===== config.mk =====
export PLATFORM = sky130hd
export DESIGN_NAME = debug_command_interpreter
export DESIGN_NICKNAME = d
export VERILOG_FILES = /design/src/debug_pkg.sv /design/src/debug_command_interpreter.sv /design/src/resp_buffer.sv
export SDC_FILE = /design/constraint.sdc
export NUM_CORES = 1
export LEC_CHECK = 0
export BUFFER_PORTS_ARGS = -buffer_cell sky130_fd_sc_hd__buf_2
export CAP_MARGIN = 25
export CORE_MARGIN = 4
export CORE_UTILIZATION = 64
export CTS_BUF_LIST = sky130_fd_sc_hd__clkbuf_4 sky130_fd_sc_hd__clkbuf_8
export DETAILED_ROUTE_END_ITERATION = 6
export GPL_TIMING_DRIVEN = 0
export HOLD_SLACK_MARGIN = 0.08
export PLACE_DENSITY = 0.83
export SETUP_SLACK_MARGIN = 0.02
export SLEW_MARGIN = 20
export SYNTH_ARGS = -nofsm -noshare
export SYNTH_HDL_FRONTEND = slang
export SYNTH_SLANG_ARGS = --single-unit
export TNS_END_PERCENT = 20

===== constraint.sdc =====
create_clock -name i_clk -period 3.5 [get_ports i_clk]
set_input_delay 0 -clock i_clk [delete_from_list [all_inputs] [get_ports i_clk]]
set_output_delay 0 -clock i_clk [all_outputs]
set_load 0.05 [all_outputs]

===== src/debug_pkg.sv =====
// Shared constants, command codes and state encodings for the debug command interpreter.
package debug_pkg;

  localparam int BYTE_W = 8;
  localparam int WORD_W = 16;
  localparam int BIT_LEN_W = 10;
  localparam int CNT_W = 16;

  // Command codes carried in the first byte of every command.
  localparam logic [7:0] CMD_REV = 8'h00;
  localparam logic [7:0] CMD_STAT = 8'h02;
  localparam logic [7:0] CMD_RUNTIME = 8'h03;
  localparam logic [7:0] CMD_CTL_WR = 8'h04;
  localparam logic [7:0] CMD_CTL_RD = 8'h05;
  localparam logic [7:0] CMD_PC_WR = 8'h06;
  localparam logic [7:0] CMD_PC_RD = 8'h07;
  localparam logic [7:0] CMD_REG_WR = 8'h08;

  // Revision value is arbitrary; major byte first on the line.
  localparam logic [15:0] REVISION = 16'h0100;
  localparam logic [15:0] ALL_ONES = 16'hffff;
  localparam logic [15:0] RUNTIME_MAX = 16'hffff;
  localparam logic [7:0] CTL_RESET = 8'h00;
  localparam logic [7:0] ZERO_BYTE = 8'h00;
  localparam int DEBUG_MODE_BIT = 7;
  localparam int STAT_DEBUG_BIT = 7;
  localparam int STAT_PROTECT_BIT = 6;

  // Register write framing: two address bytes, size byte, then data.
  localparam logic [1:0] PIDX_ADDR_HI = 2'h0;
  localparam logic [1:0] PIDX_ADDR_LO = 2'h1;
  localparam logic [1:0] PIDX_SIZE = 2'h2;
  localparam logic [1:0] PIDX_DATA = 2'h3;
  localparam logic [8:0] SIZE_FULL = 9'h100;

  // Bit-rate detection: eight low bits measured, bit period between 4 and 512 clocks.
  localparam int AUTOBAUD_SHIFT = 3;
  localparam logic [15:0] MEASURE_MIN = 16'h0020;
  localparam logic [15:0] MEASURE_MAX = 16'h1000;
  localparam int BREAK_BITS = 9;
  localparam int ERR_BREAK_BITS = 40;
  localparam logic [3:0] FRAME_STOP = 4'h9;

  typedef enum logic [4:0] {
    L_HUNT = 5'b00001,
    L_MEASURE = 5'b00010,
    L_IDLE = 5'b00100,
    L_FRAME = 5'b01000,
    L_RECOVER = 5'b10000
  } link_t;

  typedef enum logic [2:0] {
    TX_IDLE = 3'b001,
    TX_SHIFT = 3'b010,
    TX_BREAK = 3'b100
  } tx_t;

  typedef enum logic [2:0] {
    CMD_WAIT = 3'b001,
    CMD_PARAM = 3'b010,
    CMD_SEND = 3'b100
  } cmd_t;

endpackage


===== src/debug_command_interpreter.sv =====
// Debug line bit-rate detector, framer and command interpreter for the on-chip debugger.
// How it works
// Host sends command then parameters; answers follow on the line, high byte first.
// Code 00h answers the debugger revision, major byte then minor byte.
// Code 02h answers the debugger status byte.
// Sixteen-bit runtime counter counts clocks from zero and holds at all ones.
// Code 03h answers the runtime counter, upper byte first.
// Register write commands may overwrite the runtime counter; here they clear it.
// Code 04h loads the next received byte into the debugger control byte.
// Under read protection the debug mode bit can be set but never cleared.
// Code 05h answers the debugger control byte.
// Code 06h takes a two-byte program counter, dropped outside debug or when protected.
// Code 07h answers the program counter, or all ones when not permitted.
// Code 08h takes address high nibble, address low, size, then data bytes.
// Size zero means 256; data bytes go to successive register addresses.
// Outside debug mode register write bytes are consumed and discarded.
// Under read protection only flash control registers may be written.
// Under read protection the flash command register accepts only mass erase.
// Read protection disables program counter access and other protected commands.
// Outside debug mode only revision, status and control byte commands are serviced; here program counter read also answers, with all ones.
// Reserved codes produce no answer and change nothing.
// Each byte is one low start bit, eight bits LSB first, one high stop bit.
// First byte after reset is 80h; its eight low bits set the bit period.
// Break, framing error or collision aborts, sends a 40-bit break, re-detects rate.
module debug_command_interpreter #(
  parameter logic [11:0] FLASH_CTL_FIRST = 12'hff8,
  parameter logic [11:0] FLASH_CTL_LAST = 12'hfff,
  parameter logic [11:0] FLASH_CMD_ADDR = 12'hff8,
  parameter logic [7:0] MASS_ERASE_CODE = 8'h95
) (
  // Clock and reset
  input wire logic i_clk,
  input wire logic i_rst_n,
  // Open-drain debug line
  input wire logic i_line,
  output logic o_line,
  output logic o_line_oe,
  // CPU and option side
  input wire logic i_read_protect,
  input wire logic [15:0] i_pc,
  output logic [7:0] o_ctl,
  output logic o_debug_mode,
  output logic o_ctl_wr,
  // Program counter and register file writes
  output logic o_pc_wr,
  output logic [15:0] o_pc_data,
  output logic o_reg_wr,
  output logic [11:0] o_reg_addr,
  output logic [7:0] o_reg_data
);

  typedef struct packed {
    logic [1:0] sync;
    logic line_prev;
    debug_pkg::link_t link;
    logic [9:0] bit_len;
    logic [15:0] rtimer;
    logic [3:0] rbit;
    logic [7:0] rshift;
    logic rx_valid;
    logic [7:0] rx_byte;
    logic [15:0] low_cnt;
    debug_pkg::tx_t tx;
    logic [15:0] ttimer;
    logic [3:0] tbit;
    logic [9:0] tshift;
    logic line_oe;
    logic line_out;
    debug_pkg::cmd_t cmd;
    logic [7:0] opcode;
    logic [1:0] pidx;
    logic [8:0] remain;
    logic [11:0] cursor;
    logic [15:0] resp;
    logic [1:0] resp_left;
    logic [7:0] ctl;
    logic ctl_wr;
    logic [15:0] runtime;
    logic [15:0] pc_data;
    logic pc_wr;
    logic [11:0] reg_addr;
    logic [7:0] reg_data;
    logic reg_wr;
  } state_t;

  state_t s_q;
  state_t s_d;
  logic err;
  logic buf_push;
  logic buf_ready;
  logic buf_valid;
  logic buf_pop_ok;
  logic [7:0] buf_data;

  assign buf_push = (s_q.cmd == debug_pkg::CMD_SEND) && (s_q.resp_left != 2'h0);
  assign buf_pop_ok = (s_q.tx == debug_pkg::TX_IDLE) && (s_q.link == debug_pkg::L_IDLE);

  resp_buffer #(.WIDTH(debug_pkg::BYTE_W)) u_resp_buffer (
    .i_clk(i_clk),
    .i_rst_n(i_rst_n),
    .i_flush(err),
    .i_in_valid(buf_push),
    .o_in_ready(buf_ready),
    .i_in_data(s_q.resp[15:8]),
    .o_out_valid(buf_valid),
    .i_out_ready(buf_pop_ok),
    .o_out_data(buf_data)
  );

  always_comb begin
    logic line;
    logic debug;
    logic permit;
    logic flash_ok;
    logic [7:0] b;
    logic [15:0] half;
    logic [15:0] reload;
    logic [15:0] brk_len;
    line = s_q.sync[1];
    debug = s_q.ctl[debug_pkg::DEBUG_MODE_BIT];
    permit = debug && !i_read_protect;
    b = s_q.rx_byte;
    half = {7'h00, s_q.bit_len[9:1]};
    reload = 16'(s_q.bit_len) - 16'h0001;
    brk_len = 16'(s_q.bit_len) * 16'(debug_pkg::BREAK_BITS);
    flash_ok = (s_q.cursor >= FLASH_CTL_FIRST) && (s_q.cursor <= FLASH_CTL_LAST) &&
               ((s_q.cursor != FLASH_CMD_ADDR) || (b == MASS_ERASE_CODE));
    s_d = s_q;
    err = 1'b0;
    s_d.sync = {s_q.sync[0], i_line};
    s_d.line_prev = line;
    s_d.rx_valid = 1'b0;
    s_d.ctl_wr = 1'b0;
    s_d.pc_wr = 1'b0;
    s_d.reg_wr = 1'b0;
    s_d.line_out = 1'b0;

    // Receiver: the line is half duplex, so our own transmission is never sampled.
    s_d.low_cnt = (line || s_q.tx != debug_pkg::TX_IDLE) ? 16'h0000 : s_q.low_cnt + 16'h0001;
    unique case (s_q.link)
      debug_pkg::L_HUNT: begin
        if (s_q.line_prev && !line) begin
          s_d.link = debug_pkg::L_MEASURE;
          s_d.rtimer = 16'h0001;
        end
      end
      debug_pkg::L_MEASURE: begin
        if (line) begin
          s_d.bit_len = 10'(s_q.rtimer >> debug_pkg::AUTOBAUD_SHIFT);
          s_d.link = (s_q.rtimer >= debug_pkg::MEASURE_MIN && s_q.rtimer <= debug_pkg::MEASURE_MAX) ?
                     debug_pkg::L_IDLE : debug_pkg::L_HUNT;
        end else if (s_q.rtimer != debug_pkg::ALL_ONES) begin
          s_d.rtimer = s_q.rtimer + 16'h0001;
        end
      end
      debug_pkg::L_IDLE: begin
        if (s_q.tx == debug_pkg::TX_IDLE && s_q.line_prev && !line) begin
          s_d.link = debug_pkg::L_FRAME;
          s_d.rtimer = half;
          s_d.rbit = 4'h0;
        end
      end
      debug_pkg::L_FRAME: begin
        if (s_q.rtimer != 16'h0000) begin
          s_d.rtimer = s_q.rtimer - 16'h0001;
        end else if (s_q.rbit == 4'h0 && line) begin
          s_d.link = debug_pkg::L_IDLE;
        end else if (s_q.rbit == debug_pkg::FRAME_STOP) begin
          s_d.link = debug_pkg::L_IDLE;
          if (!line) begin
            err = 1'b1;
          end else begin
            s_d.rx_valid = 1'b1;
            s_d.rx_byte = s_q.rshift;
          end
        end else begin
          if (s_q.rbit != 4'h0) begin
            s_d.rshift = {line, s_q.rshift[7:1]};
          end
          s_d.rbit = s_q.rbit + 4'h1;
          s_d.rtimer = reload;
        end
      end
      debug_pkg::L_RECOVER: begin
        if (s_q.tx == debug_pkg::TX_IDLE && line) begin
          s_d.link = debug_pkg::L_HUNT;
          s_d.bit_len = '0;
        end
      end
    endcase
    // A break must outlast nine bit times; a zero byte is low for exactly nine and is not a break.
    if ((s_q.link == debug_pkg::L_IDLE || s_q.link == debug_pkg::L_FRAME) &&
        !line && s_q.low_cnt == brk_len) begin
      err = 1'b1;
    end

    // Transmitter drives the line low for zero bits and releases it for ones.
    unique case (s_q.tx)
      debug_pkg::TX_IDLE: begin
        s_d.line_oe = 1'b0;
        if (buf_valid && buf_pop_ok) begin
          s_d.tx = debug_pkg::TX_SHIFT;
          s_d.tshift = {1'b1, buf_data, 1'b0};
          s_d.tbit = 4'h0;
          s_d.ttimer = reload;
          s_d.line_oe = 1'b1;
        end
      end
      debug_pkg::TX_SHIFT: begin
        if (s_q.ttimer == half && s_q.tshift[0] && !line) begin
          err = 1'b1;
        end
        if (s_q.ttimer != 16'h0000) begin
          s_d.ttimer = s_q.ttimer - 16'h0001;
        end else if (s_q.tbit == debug_pkg::FRAME_STOP) begin
          s_d.tx = debug_pkg::TX_IDLE;
          s_d.line_oe = 1'b0;
        end else begin
          s_d.tshift = {1'b1, s_q.tshift[9:1]};
          s_d.tbit = s_q.tbit + 4'h1;
          s_d.ttimer = reload;
          s_d.line_oe = !s_q.tshift[1];
        end
      end
      debug_pkg::TX_BREAK: begin
        if (s_q.ttimer != 16'h0000) begin
          s_d.ttimer = s_q.ttimer - 16'h0001;
        end else begin
          s_d.tx = debug_pkg::TX_IDLE;
          s_d.line_oe = 1'b0;
        end
      end
    endcase

    // Runtime counter freezes in debug mode and restarts when debug mode is left.
    if (!debug && s_q.runtime != debug_pkg::RUNTIME_MAX) begin
      s_d.runtime = s_q.runtime + 16'h0001;
    end

    // Command decoder.
    unique case (s_q.cmd)
      debug_pkg::CMD_WAIT: begin
        if (s_q.rx_valid) begin
          s_d.opcode = b;
          s_d.pidx = debug_pkg::PIDX_ADDR_HI;
          unique case (b)
            debug_pkg::CMD_REV: begin
              s_d.resp = debug_pkg::REVISION;
              s_d.resp_left = 2'h2;
              s_d.cmd = debug_pkg::CMD_SEND;
            end
            debug_pkg::CMD_STAT: begin
              s_d.resp = {debug_pkg::ZERO_BYTE, debug_pkg::ZERO_BYTE};
              s_d.resp[8 + debug_pkg::STAT_DEBUG_BIT] = debug;
              s_d.resp[8 + debug_pkg::STAT_PROTECT_BIT] = i_read_protect;
              s_d.resp_left = 2'h1;
              s_d.cmd = debug_pkg::CMD_SEND;
            end
            debug_pkg::CMD_RUNTIME: begin
              if (debug) begin
                s_d.resp = s_q.runtime;
                s_d.resp_left = 2'h2;
                s_d.cmd = debug_pkg::CMD_SEND;
              end
            end
            debug_pkg::CMD_CTL_RD: begin
              s_d.resp = {s_q.ctl, debug_pkg::ZERO_BYTE};
              s_d.resp_left = 2'h1;
              s_d.cmd = debug_pkg::CMD_SEND;
            end
            debug_pkg::CMD_PC_RD: begin
              s_d.resp = permit ? i_pc : debug_pkg::ALL_ONES;
              s_d.resp_left = 2'h2;
              s_d.cmd = debug_pkg::CMD_SEND;
            end
            debug_pkg::CMD_REG_WR: begin
              s_d.runtime = 16'h0000;
              s_d.cmd = debug_pkg::CMD_PARAM;
            end
            debug_pkg::CMD_CTL_WR, debug_pkg::CMD_PC_WR: begin
              s_d.cmd = debug_pkg::CMD_PARAM;
            end
            default: begin
              s_d.opcode = s_q.opcode;
            end
          endcase
        end
      end
      debug_pkg::CMD_PARAM: begin
        if (s_q.rx_valid) begin
          s_d.pidx = s_q.pidx + 2'h1;
          unique case (s_q.opcode)
            debug_pkg::CMD_CTL_WR: begin
              s_d.ctl = b;
              if (i_read_protect && debug) begin
                s_d.ctl[debug_pkg::DEBUG_MODE_BIT] = 1'b1;
              end
              s_d.ctl_wr = 1'b1;
              s_d.cmd = debug_pkg::CMD_WAIT;
            end
            debug_pkg::CMD_PC_WR: begin
              if (s_q.pidx == debug_pkg::PIDX_ADDR_HI) begin
                s_d.pc_data[15:8] = b;
              end else begin
                s_d.pc_data[7:0] = b;
                s_d.pc_wr = permit;
                s_d.cmd = debug_pkg::CMD_WAIT;
              end
            end
            default: begin
              unique case (s_q.pidx)
                debug_pkg::PIDX_ADDR_HI: s_d.cursor[11:8] = b[3:0];
                debug_pkg::PIDX_ADDR_LO: s_d.cursor[7:0] = b;
                debug_pkg::PIDX_SIZE: s_d.remain = (b == debug_pkg::ZERO_BYTE) ? debug_pkg::SIZE_FULL : {1'b0, b};
                debug_pkg::PIDX_DATA: begin
                  s_d.pidx = debug_pkg::PIDX_DATA;
                  s_d.reg_addr = s_q.cursor;
                  s_d.reg_data = b;
                  s_d.reg_wr = debug && (!i_read_protect || flash_ok);
                  s_d.cursor = s_q.cursor + 12'h001;
                  s_d.remain = s_q.remain - 9'h001;
                  if (s_q.remain == 9'h001) begin
                    s_d.cmd = debug_pkg::CMD_WAIT;
                  end
                end
              endcase
            end
          endcase
        end
      end
      debug_pkg::CMD_SEND: begin
        if (buf_ready) begin
          s_d.resp = s_q.resp << debug_pkg::BYTE_W;
          s_d.resp_left = s_q.resp_left - 2'h1;
          if (s_q.resp_left == 2'h1) begin
            s_d.cmd = debug_pkg::CMD_WAIT;
          end
        end
      end
    endcase
    if (s_q.ctl[debug_pkg::DEBUG_MODE_BIT] && !s_d.ctl[debug_pkg::DEBUG_MODE_BIT]) begin
      s_d.runtime = 16'h0000;
    end

    // Any line error ends the command and answers with a long break.
    if (err) begin
      s_d.link = debug_pkg::L_RECOVER;
      s_d.tx = debug_pkg::TX_BREAK;
      s_d.ttimer = 16'(s_q.bit_len) * 16'(debug_pkg::ERR_BREAK_BITS) - 16'h0001;
      s_d.line_oe = 1'b1;
      s_d.cmd = debug_pkg::CMD_WAIT;
      s_d.resp_left = 2'h0;
      s_d.rx_valid = 1'b0;
    end
  end

  always_ff @(posedge i_clk or negedge i_rst_n) begin
    if (!i_rst_n) begin
      s_q <= '0;
      s_q.sync <= 2'h3;
      s_q.line_prev <= 1'b1;
      s_q.link <= debug_pkg::L_HUNT;
      s_q.tx <= debug_pkg::TX_IDLE;
      s_q.cmd <= debug_pkg::CMD_WAIT;
      s_q.ctl <= debug_pkg::CTL_RESET;
    end else begin
      s_q <= s_d;
    end
  end

  assign o_line = s_q.line_out;
  assign o_line_oe = s_q.line_oe;
  assign o_ctl = s_q.ctl;
  assign o_debug_mode = s_q.ctl[debug_pkg::DEBUG_MODE_BIT];
  assign o_ctl_wr = s_q.ctl_wr;
  assign o_pc_wr = s_q.pc_wr;
  assign o_pc_data = s_q.pc_data;
  assign o_reg_wr = s_q.reg_wr;
  assign o_reg_addr = s_q.reg_addr;
  assign o_reg_data = s_q.reg_data;
endmodule


===== src/resp_buffer.sv =====
// Two-entry response buffer between the command decoder and the line transmitter.
module resp_buffer #(
  parameter int WIDTH = debug_pkg::BYTE_W
) (
  // Clock and reset
  input wire logic i_clk,
  input wire logic i_rst_n,
  input wire logic i_flush,
  // Filling side
  input wire logic i_in_valid,
  output logic o_in_ready,
  input wire logic [WIDTH-1:0] i_in_data,
  // Draining side
  output logic o_out_valid,
  input wire logic i_out_ready,
  output logic [WIDTH-1:0] o_out_data
);

  typedef struct packed {
    logic [1:0][WIDTH-1:0] mem;
    logic wr_ptr;
    logic rd_ptr;
    logic [1:0] count;
  } buf_t;

  buf_t s_q;
  buf_t s_d;
  logic push;
  logic pop;

  assign o_in_ready = (s_q.count != 2'h2);
  assign o_out_valid = (s_q.count != 2'h0);
  assign o_out_data = s_q.mem[s_q.rd_ptr];

  always_comb begin
    s_d = s_q;
    push = i_in_valid && o_in_ready;
    pop = o_out_valid && i_out_ready;
    if (push) begin
      s_d.mem[s_q.wr_ptr] = i_in_data;
      s_d.wr_ptr = !s_q.wr_ptr;
    end
    if (pop) begin
      s_d.rd_ptr = !s_q.rd_ptr;
    end
    s_d.count = s_q.count + 2'(push) - 2'(pop);
    // A flush after a line error drops any queued answer.
    if (i_flush) begin
      s_d.wr_ptr = 1'b0;
      s_d.rd_ptr = 1'b0;
      s_d.count = 2'h0;
    end
  end

  always_ff @(posedge i_clk or negedge i_rst_n) begin
    if (!i_rst_n) begin
      s_q <= '0;
    end else begin
      s_q <= s_d;
    end
  end

endmodule

==> results of run 1 <==
-- worst register-to-register path: stages, from the launching register on --
cell	delay [ns]
dfrtp_2	0.51
ha_1	0.33
ha_1	0.21
inv_1	0.07
fa_1	0.20
nand2b_1	0.16
a21oi_2	0.09
or4b_2	0.62
a21oi_1	0.16
nor3_1	0.07
a41o_1	0.29
buf_6	0.16
buf_6	0.15
a221oi_2	0.23
a21oi_2	0.05
-- kinds of logic after synthesis --
family	count (synthesis)
simple gates	535
compound gates	399
flops	240
buf+inv	177
mux	88
xor+xnor	84
fa+ha+maj	56
other cells	1
-- per-stage QoR --
| step | hold slack [ns] | total power, mW | util [%] | cell area, µm² |
|---|---|---|---|---|
| 6_report | 0.265 | 6.37 | 74.9 | 16500 |
| 3_5_place_dp | -0.0686 | 3.66 | 69.5 | 15400 |
| 2_1_floorplan | -0.296 | 3.40 | - | 14600 |
| 5_1_grt | 0.240 | 6.62 | 74.9 | 16500 |
| 3_3_place_gp | 0.105 | 3.63 | 69.1 | 15300 |
| 4_1_cts | 0.215 | 6.38 | 74.7 | 16500 |
-- per-layer routing --
metal | GRT usage, % | share of wire [%] | up-vias
met5 | 0 | 0 | -
met4 | 11.4 | 3.4 | 0
met3 | 4.56 | 6.2 | 127
met2 | 48.3 | 49 | 530
met1 | 37.8 | 41 | 6179
li1 | - | - | 5935
-- sequential cells by signal (all words and copies together), names as in the netlist --
register           flops
o_line_oe              1
s_q                  170
o_pc_data             16
o_reg_wr               1
o_ctl_wr               1
s_d                    2
u_resp_buffer.s_q     20
o_pc_wr                1
o_reg_addr            12
o_ctl                  8
o_reg_data             8
-- how the worst max path moves through the flow --
stage	start	end	slack (ns)	cells after the start
floorplan	s_q[207]	s_q[141]	0.42	14
global placement	i_rst_n	s_q[43]	-1.76	1
detailed placement	s_q[147]	s_q[198]	-0.10	9
CTS	s_q[204]	s_q[141]	0.0004	14
global route	s_q[215]	s_q[195]	-0.003	9
finish	s_q[204]	s_q[140]	0.11	14
-- power breakdown --
part	leakage, nW	total [mW]	switching [mW]	internal, mW
registers	3.22	2.87	0.0528	2.82
logic	4.13	0.791	0.526	0.265
clock network	0.481	2.71	1.15	1.57
total	7.84	6.37	1.73	4.65
-- layout by cell type, fill, tap and decap left out, drive strengths merged, types with 12 or more instances in the layout --
cell type,netlist,routed
or3,16,16
inv,45,45
and2,21,21
nand2b,24,24
nand3,45,45
o21ai,115,115
xnor2,36,36
a22o,21,21
nor3,35,35
clkbuf,67,134
a21oi,116,116
mux2,73,73
nand2,132,132
mux2i,15,15
dlygate4sd3,0,21
nor2,147,147
or4,12,12
xor2,48,48
dfrtp,234,234
ha,54,54
a21o,18,18
o22ai,23,23
buf,65,138
nand4,21,21
a211oi,13,13
a31oi,18,18
nor4,20,20
-- cell type report --
class,instances,area (µm²)
diodes,3,7.51
plain buffers,132,722
clock buffers,67,822
clock inverters,8,78.8
fillers,1552,5560
inverters,45,169
multi-input cells,1163,7720
flip-flops and latches,240,6020
well taps,280,350
repair buffers,94,653
-- repair_timing --
action,CTS,global route
hold endpoints to repair,253,0
gates resized for setup,1,10
endpoints found under the setup margin,6,36
hold buffers,22,0
==> metrics, run 1 <==
clock tree buffer depth=3; DIE HEIGHT=159 µm; layout cell share with drive strength beyond 1=18.8%; CTS tree=done; Yosys top cell area share=40.2%; count of unique library cells instantiated by Yosys=82; EDFF count, synth=0; hold path depth=3; ANT nets after route=0; DR pass1 iterations=6; worst path bufs/invs=3; critical path type=flop to flop; core area=0.0221 mm²; flop2flop setup slack=0.11 ns; Synth Instances=1580; clk sinks=240; Crit path required time=3.93 ns; total CTS buffers=41; Most used DFF post-synth=dfrtp_1; DP Worst Slack=-0.103 ns; later-pin clock latency in the skew report=0.56 ns; Post-synth ARST share=100%; CP max stage cell=or4b_2; syn_nets=1656; Placer Congestion=0.933; peak supply drop=306 µV; RSZ-0062 raised after global routing=true; CP Cell Sequence=ha_1, ha_1, inv_1, fa_1, nand2b_1, a21oi_2, or4b_2, a21oi_1, nor3_1, a41o_1, buf_6, buf_6, a221oi_2, a21oi_2; Period minus WS final=3.39 ns; cell with the most instances after synthesis=dfrtp_1; GRT Util Overall=28.8%; DRC Markers=0; wire per inst=18.4 µm; setup_tns=0 ns; postcts setup bufs=0; leakage=7.84 nW; power density over cell area=385 mW/mm²; Synth area leader=dfrtp_1; IO buf count=68; Compound-Gate Fraction of Synth Area=17.7%; Synth Area in Simple Gates=18.3%; critical path's largest stage delay=around 0.61 ns; Hold Vio Cnt, Final=0; antenna violations before repair=3; largest family of logic cells by synthesized area=simple AND/OR/NAND/NOR gates; synth top area cells=dfrtp_1 (40%), mux2_2 (5.6%), ha_1 (4.6%); sequential area share after synthesis=41.3%; Slew @ Worst Pin=0.990 ns; Inst Count DP=1932; worst r2r path cells=14; Final WS setup=between 0.1 and 0.15 ns; Crit path max-delay family=simple AND/OR/NAND/NOR gates; Worst EP arrival=3.82 ns; die width=around 160 µm; via-per-instance ratio=6.28; Hold Crit Start=i_read_protect; CP Capture Type=flop; Final Max Tran Viols=0; Post-synth top cells=dfrtp_1 (234), nor2_1 (146), nand2_1 (130); CP max FO=10; max cap viols=0; worst hold path class=primary input to flop; detailed placement HPWL=25100 µm; Max Freq=around 300 MHz; first-pass GRT wire length=between 60000 and 70000 µm; Critical R2R Launch=s_q[204]; via count=approximately 13000; pin count of the biggest net entering global routing=98; initial DRC count=1256; # setup viols final=0; number of synthesized register bits=between 200 and 250; Setup crit start kind=flop; final wirelength=37500 µm; status=finished clean; # H-tree levels=2; mux contribution to synthesized area=6.67%; Post-Synth Adder-Cell Area=between 4 and 5%; final worst path period share=a little over nine tenths; RR Endpoint=s_q[140]; Non-Filler Instances=2032; Syn Std Cell Area=0.0146 mm²; Clock transition at path regs=roughly 0.06 ns; Starting Density=66.0%; Yosys warnings=0; gr ovfl total=0; Synth Area in XOR/XNOR=~5.0%; Clock Skew=0.0469 ns; Die ar.=0.0252 mm²; Min-Delay Endpoint=o_reg_wr; Row Count=54; vias in the first global route=12500; Clk Tree Root Cell=clkbuf_8; synthesis-to-layout area growth=13.5%; # nets final=1793; # IOs=70; Syn Area/Cell=9.22 µm²; Slew headroom=about a third
No activity file was read; power rests on OpenSTA's default activity.
==> run 2, diff against run 1 <==
--- a/config.mk
+++ b/config.mk
@@ -5,15 +5,16 @@
 export SDC_FILE = /design/constraint.sdc
 export NUM_CORES = 1
 export LEC_CHECK = 0
+export ABC_AREA = 1
 export BUFFER_PORTS_ARGS = -buffer_cell sky130_fd_sc_hd__buf_2
 export CAP_MARGIN = 25
 export CORE_MARGIN = 4
-export CORE_UTILIZATION = 64
+export CORE_UTILIZATION = 65
 export CTS_BUF_LIST = sky130_fd_sc_hd__clkbuf_4 sky130_fd_sc_hd__clkbuf_8
 export DETAILED_ROUTE_END_ITERATION = 6
 export GPL_TIMING_DRIVEN = 0
 export HOLD_SLACK_MARGIN = 0.08
-export PLACE_DENSITY = 0.83
+export PLACE_DENSITY = 0.84
 export SETUP_SLACK_MARGIN = 0.02
 export SLEW_MARGIN = 20
 export SYNTH_ARGS = -nofsm -noshare
==> run 2 against run 1 <==
Effect of this change:
- design area rose by 6.6%
- sequential power hardly changed
- register-to-register slack better by 0.03 ns
- routed wire length up 15%
- sequential cell count stayed put
- count of clock-buffer cells in the layout decreased by 2
- combinational power rose by 20%
- critical endpoint is now s_q[143]
==> metrics, run 2 <==
Clock transition at path regs=0.07 ns; critical path type=flop to flop; Reg with most FFs=s_q; Final Max Tran Viols=0; CP max FO=10; Slew headroom=roughly 34%; Max Freq=298 MHz; syn_nets=2178; Placer Congestion=0.982; Most used DFF post-synth=dfrtp_1; Hold Crit Start=i_read_protect; initial DRC count=approximately 1400; Row Count=56; antenna violations before repair=1; worst r2r path cells=19; final wirelength=roughly 43000 µm; Critical R2R Launch=s_q[206]; RSZ-0062 raised after global routing=false; # H-tree levels=2; synth top area cells=dfrtp_1 (37%), nand2_1 (11%), o21ai_0 (7.3%); status=finished clean; IO buf count=68; CP Capture Type=flop; max cap viols=0; GRT Util Overall=around a third; power density over cell area=375 mW/mm²; Gates resized, CTS repair=0; cell with the most instances after synthesis=nand2_1; postcts setup bufs=0; vias in the first global route=14900; Starting Density=between 60 and 70%; most common cell after layout, fill and taps aside=nand2_1; sequential area share after synthesis=38.4%; hold path depth=4; Yosys warnings=0; DRC Markers=0; # IOs=70; # nets final=2314; total CTS buffers=42; die width=163 µm; Setup crit start kind=flop; commonest non-fill, non-tap cells in the layout=nand2_1 (475), inv_1 (272), dfrtp_1 (234); Synth Area in XOR/XNOR=3.58%; CP max stage cell=dfrtp_1; peak supply drop=332 µV; Clock Skew=~0.05 ns; largest family of logic cells by synthesized area=simple AND/OR/NAND/NOR gates; Syn Std Cell Area=approximately 0.016 mm²; # setup viols final=0; leakage=8.90 nW; Post-Synth Adder-Cell Area=4.57%; DR pass1 iterations=5; layout cell share with drive strength beyond 1=between 10% and 20%; CTS tree=done; CP Cell Sequence=ha_1, ha_1, inv_1, fa_1, inv_1, nand3_1, nand2_1, nand2_1, nand2_2, nand2_1, nand3_1, nand3_1, nor2_2, nand3_4, nand2_4, inv_2, buf_6, nand2_1, nand3_1; Synth Instances=between 2000 and 2500; Post-synth ARST share=100%; pin count of the biggest net entering global routing=98; Clk Tree Root Cell=clkbuf_8; gr ovfl total=0; fill count=1861; via count=15000; clk sinks=240; Synth area leader=dfrtp_1; Yosys top cell area share=about 37%; Synth Area in Simple Gates=27.9%; area occupied by multi-input gates=0.00792 mm²; ANT nets after route=0; later-pin clock latency in the skew report=0.57 ns; Die ar.=0.0266 mm²; final worst path period share=96.0%; setup_tns=0 ns; flop2flop setup slack=0.14 ns; wire per inst=16.6 µm; clock tree buffer depth=3; Crit path required time=3.93 ns; Hold Vio Cnt, Final=0; Period minus WS final=between 3 and 4 ns; Slew @ Worst Pin=0.978 ns; synthesis-to-layout area growth=12.6%; RR Endpoint=s_q[143]; Compound-Gate Fraction of Synth Area=13.4%; number of synthesized register bits=240; Worst EP arrival=around 3.8 ns; Register Area=0.00601 mm²; Syn Area/Cell=~7.5 µm²; mux contribution to synthesized area=1.11%; critical path's largest stage delay=0.65 ns; via-per-instance ratio=5.80; detailed placement HPWL=30900 µm; Post-synth top cells=nand2_1 (475), inv_1 (272), dfrtp_1 (234); core area=0.0236 mm²; DIE HEIGHT=163 µm; max reg flops=170; Min-Delay Endpoint=o_ctl[7]; final core occ=74.7%; count of unique library cells instantiated by Yosys=66; first-pass GRT wire length=71700 µm; EDFF count, synth=0; worst hold path class=primary input to flop
[run 2: changes by cell type after synthesis, sizes merged, moves of 24 or more]
cell / previous run / this run
nand2: 132 / 493
inv: 45 / 293
o21ai: 115 / 245
nand3: 45 / 136
mux2: 73 / 7
a21oi: 116 / 58
clkbuf: 67 / 25
nor3: 35 / 66
nand4: 21 / 46
nor2: 147 / 172
nand2b: 24 / 0
[run 2: per-stage QoR]
step	setup WS (ns)	instance area (µm²)	total power [mW]	cells	hold WS [ns]
final	0.140	17600	6.60	2590	0.238
after global routing	0.0299	17600	6.86	2590	0.238
after CTS	0.199	17600	6.60	2589	0.211
after detailed placement	0.184	16500	3.79	2491	-0.0466
after global placement	-1.77	16400	3.76	2489	0.105
after floorplan	0.731	15700	3.50	2102	-0.296
[run 2: repair_timing]
item	4_1_cts	5_1_grt
setup endpoints to repair	0	0
hold buffers	22	0
endpoints found under the hold margin	256	0
[run 2: how the worst max path moves through the flow]
stage,from,slack [ns],to,cells past startpoint
6_report,s_q[206],0.14,s_q[143],19
5_1_grt,s_q[206],0.03,s_q[141],19
4_1_cts,s_q[207],0.20,s_q[143],19
3_5_place_dp,s_q[207],0.18,s_q[143],19
3_3_place_gp,i_rst_n,-1.77,s_q[44],1
2_1_floorplan,s_q[207],0.73,s_q[139],19
[run 2: logic make-up (layout without fill, tap and decap cells)]
group / after synthesis / count (layout)
adder cells (fa/ha/maj): 56 / 56
flip-flops: 240 / 240
other: 1 / 2
XOR/XNOR: 64 / 64
buffers and inverters: 392 / 560
multiplexers: 15 / 15
AO/OA/AOI/OAI: 375 / 375
AND/OR/NAND/NOR: 959 / 959
[run 2: cell type report]
cell class | instances | share of cell area [%]
Timing Repair Buffer | 92 | 3.65
Antenna cell | 1 | 0.0142
Clock buffer | 65 | 4.54
Tap cell | 319 | 2.26
Buffer | 93 | 3.43
Clock inverter | 11 | 0.688
Multi-Input combinational cell | 1470 | 44.9
Sequential cell | 240 | 34.1
Inverter | 299 | 6.37
[run 2: where the power goes]
group          total [mW]  switching, mW  internal (mW)
sequential           2.84         0.0293           2.81
clock                2.81           1.20           1.61
combinational       0.953          0.669          0.285
[run 2: worst max-delay path, delay by kind of cell (launching register included)]
kind	cells	cell delay [ns]
AND/OR/NAND/NOR	12	1.35
adder cells (fa/ha/maj)	3	0.79
flip-flops	1	0.65
buffers and inverters	4	0.45
[run 2: layer usage]
layer	GRT usage (%)	wire, µm
met3	5.00	3280
met4	14.1	1770
met5	0	0
met2	54.1	20200
met1	42.5	17700
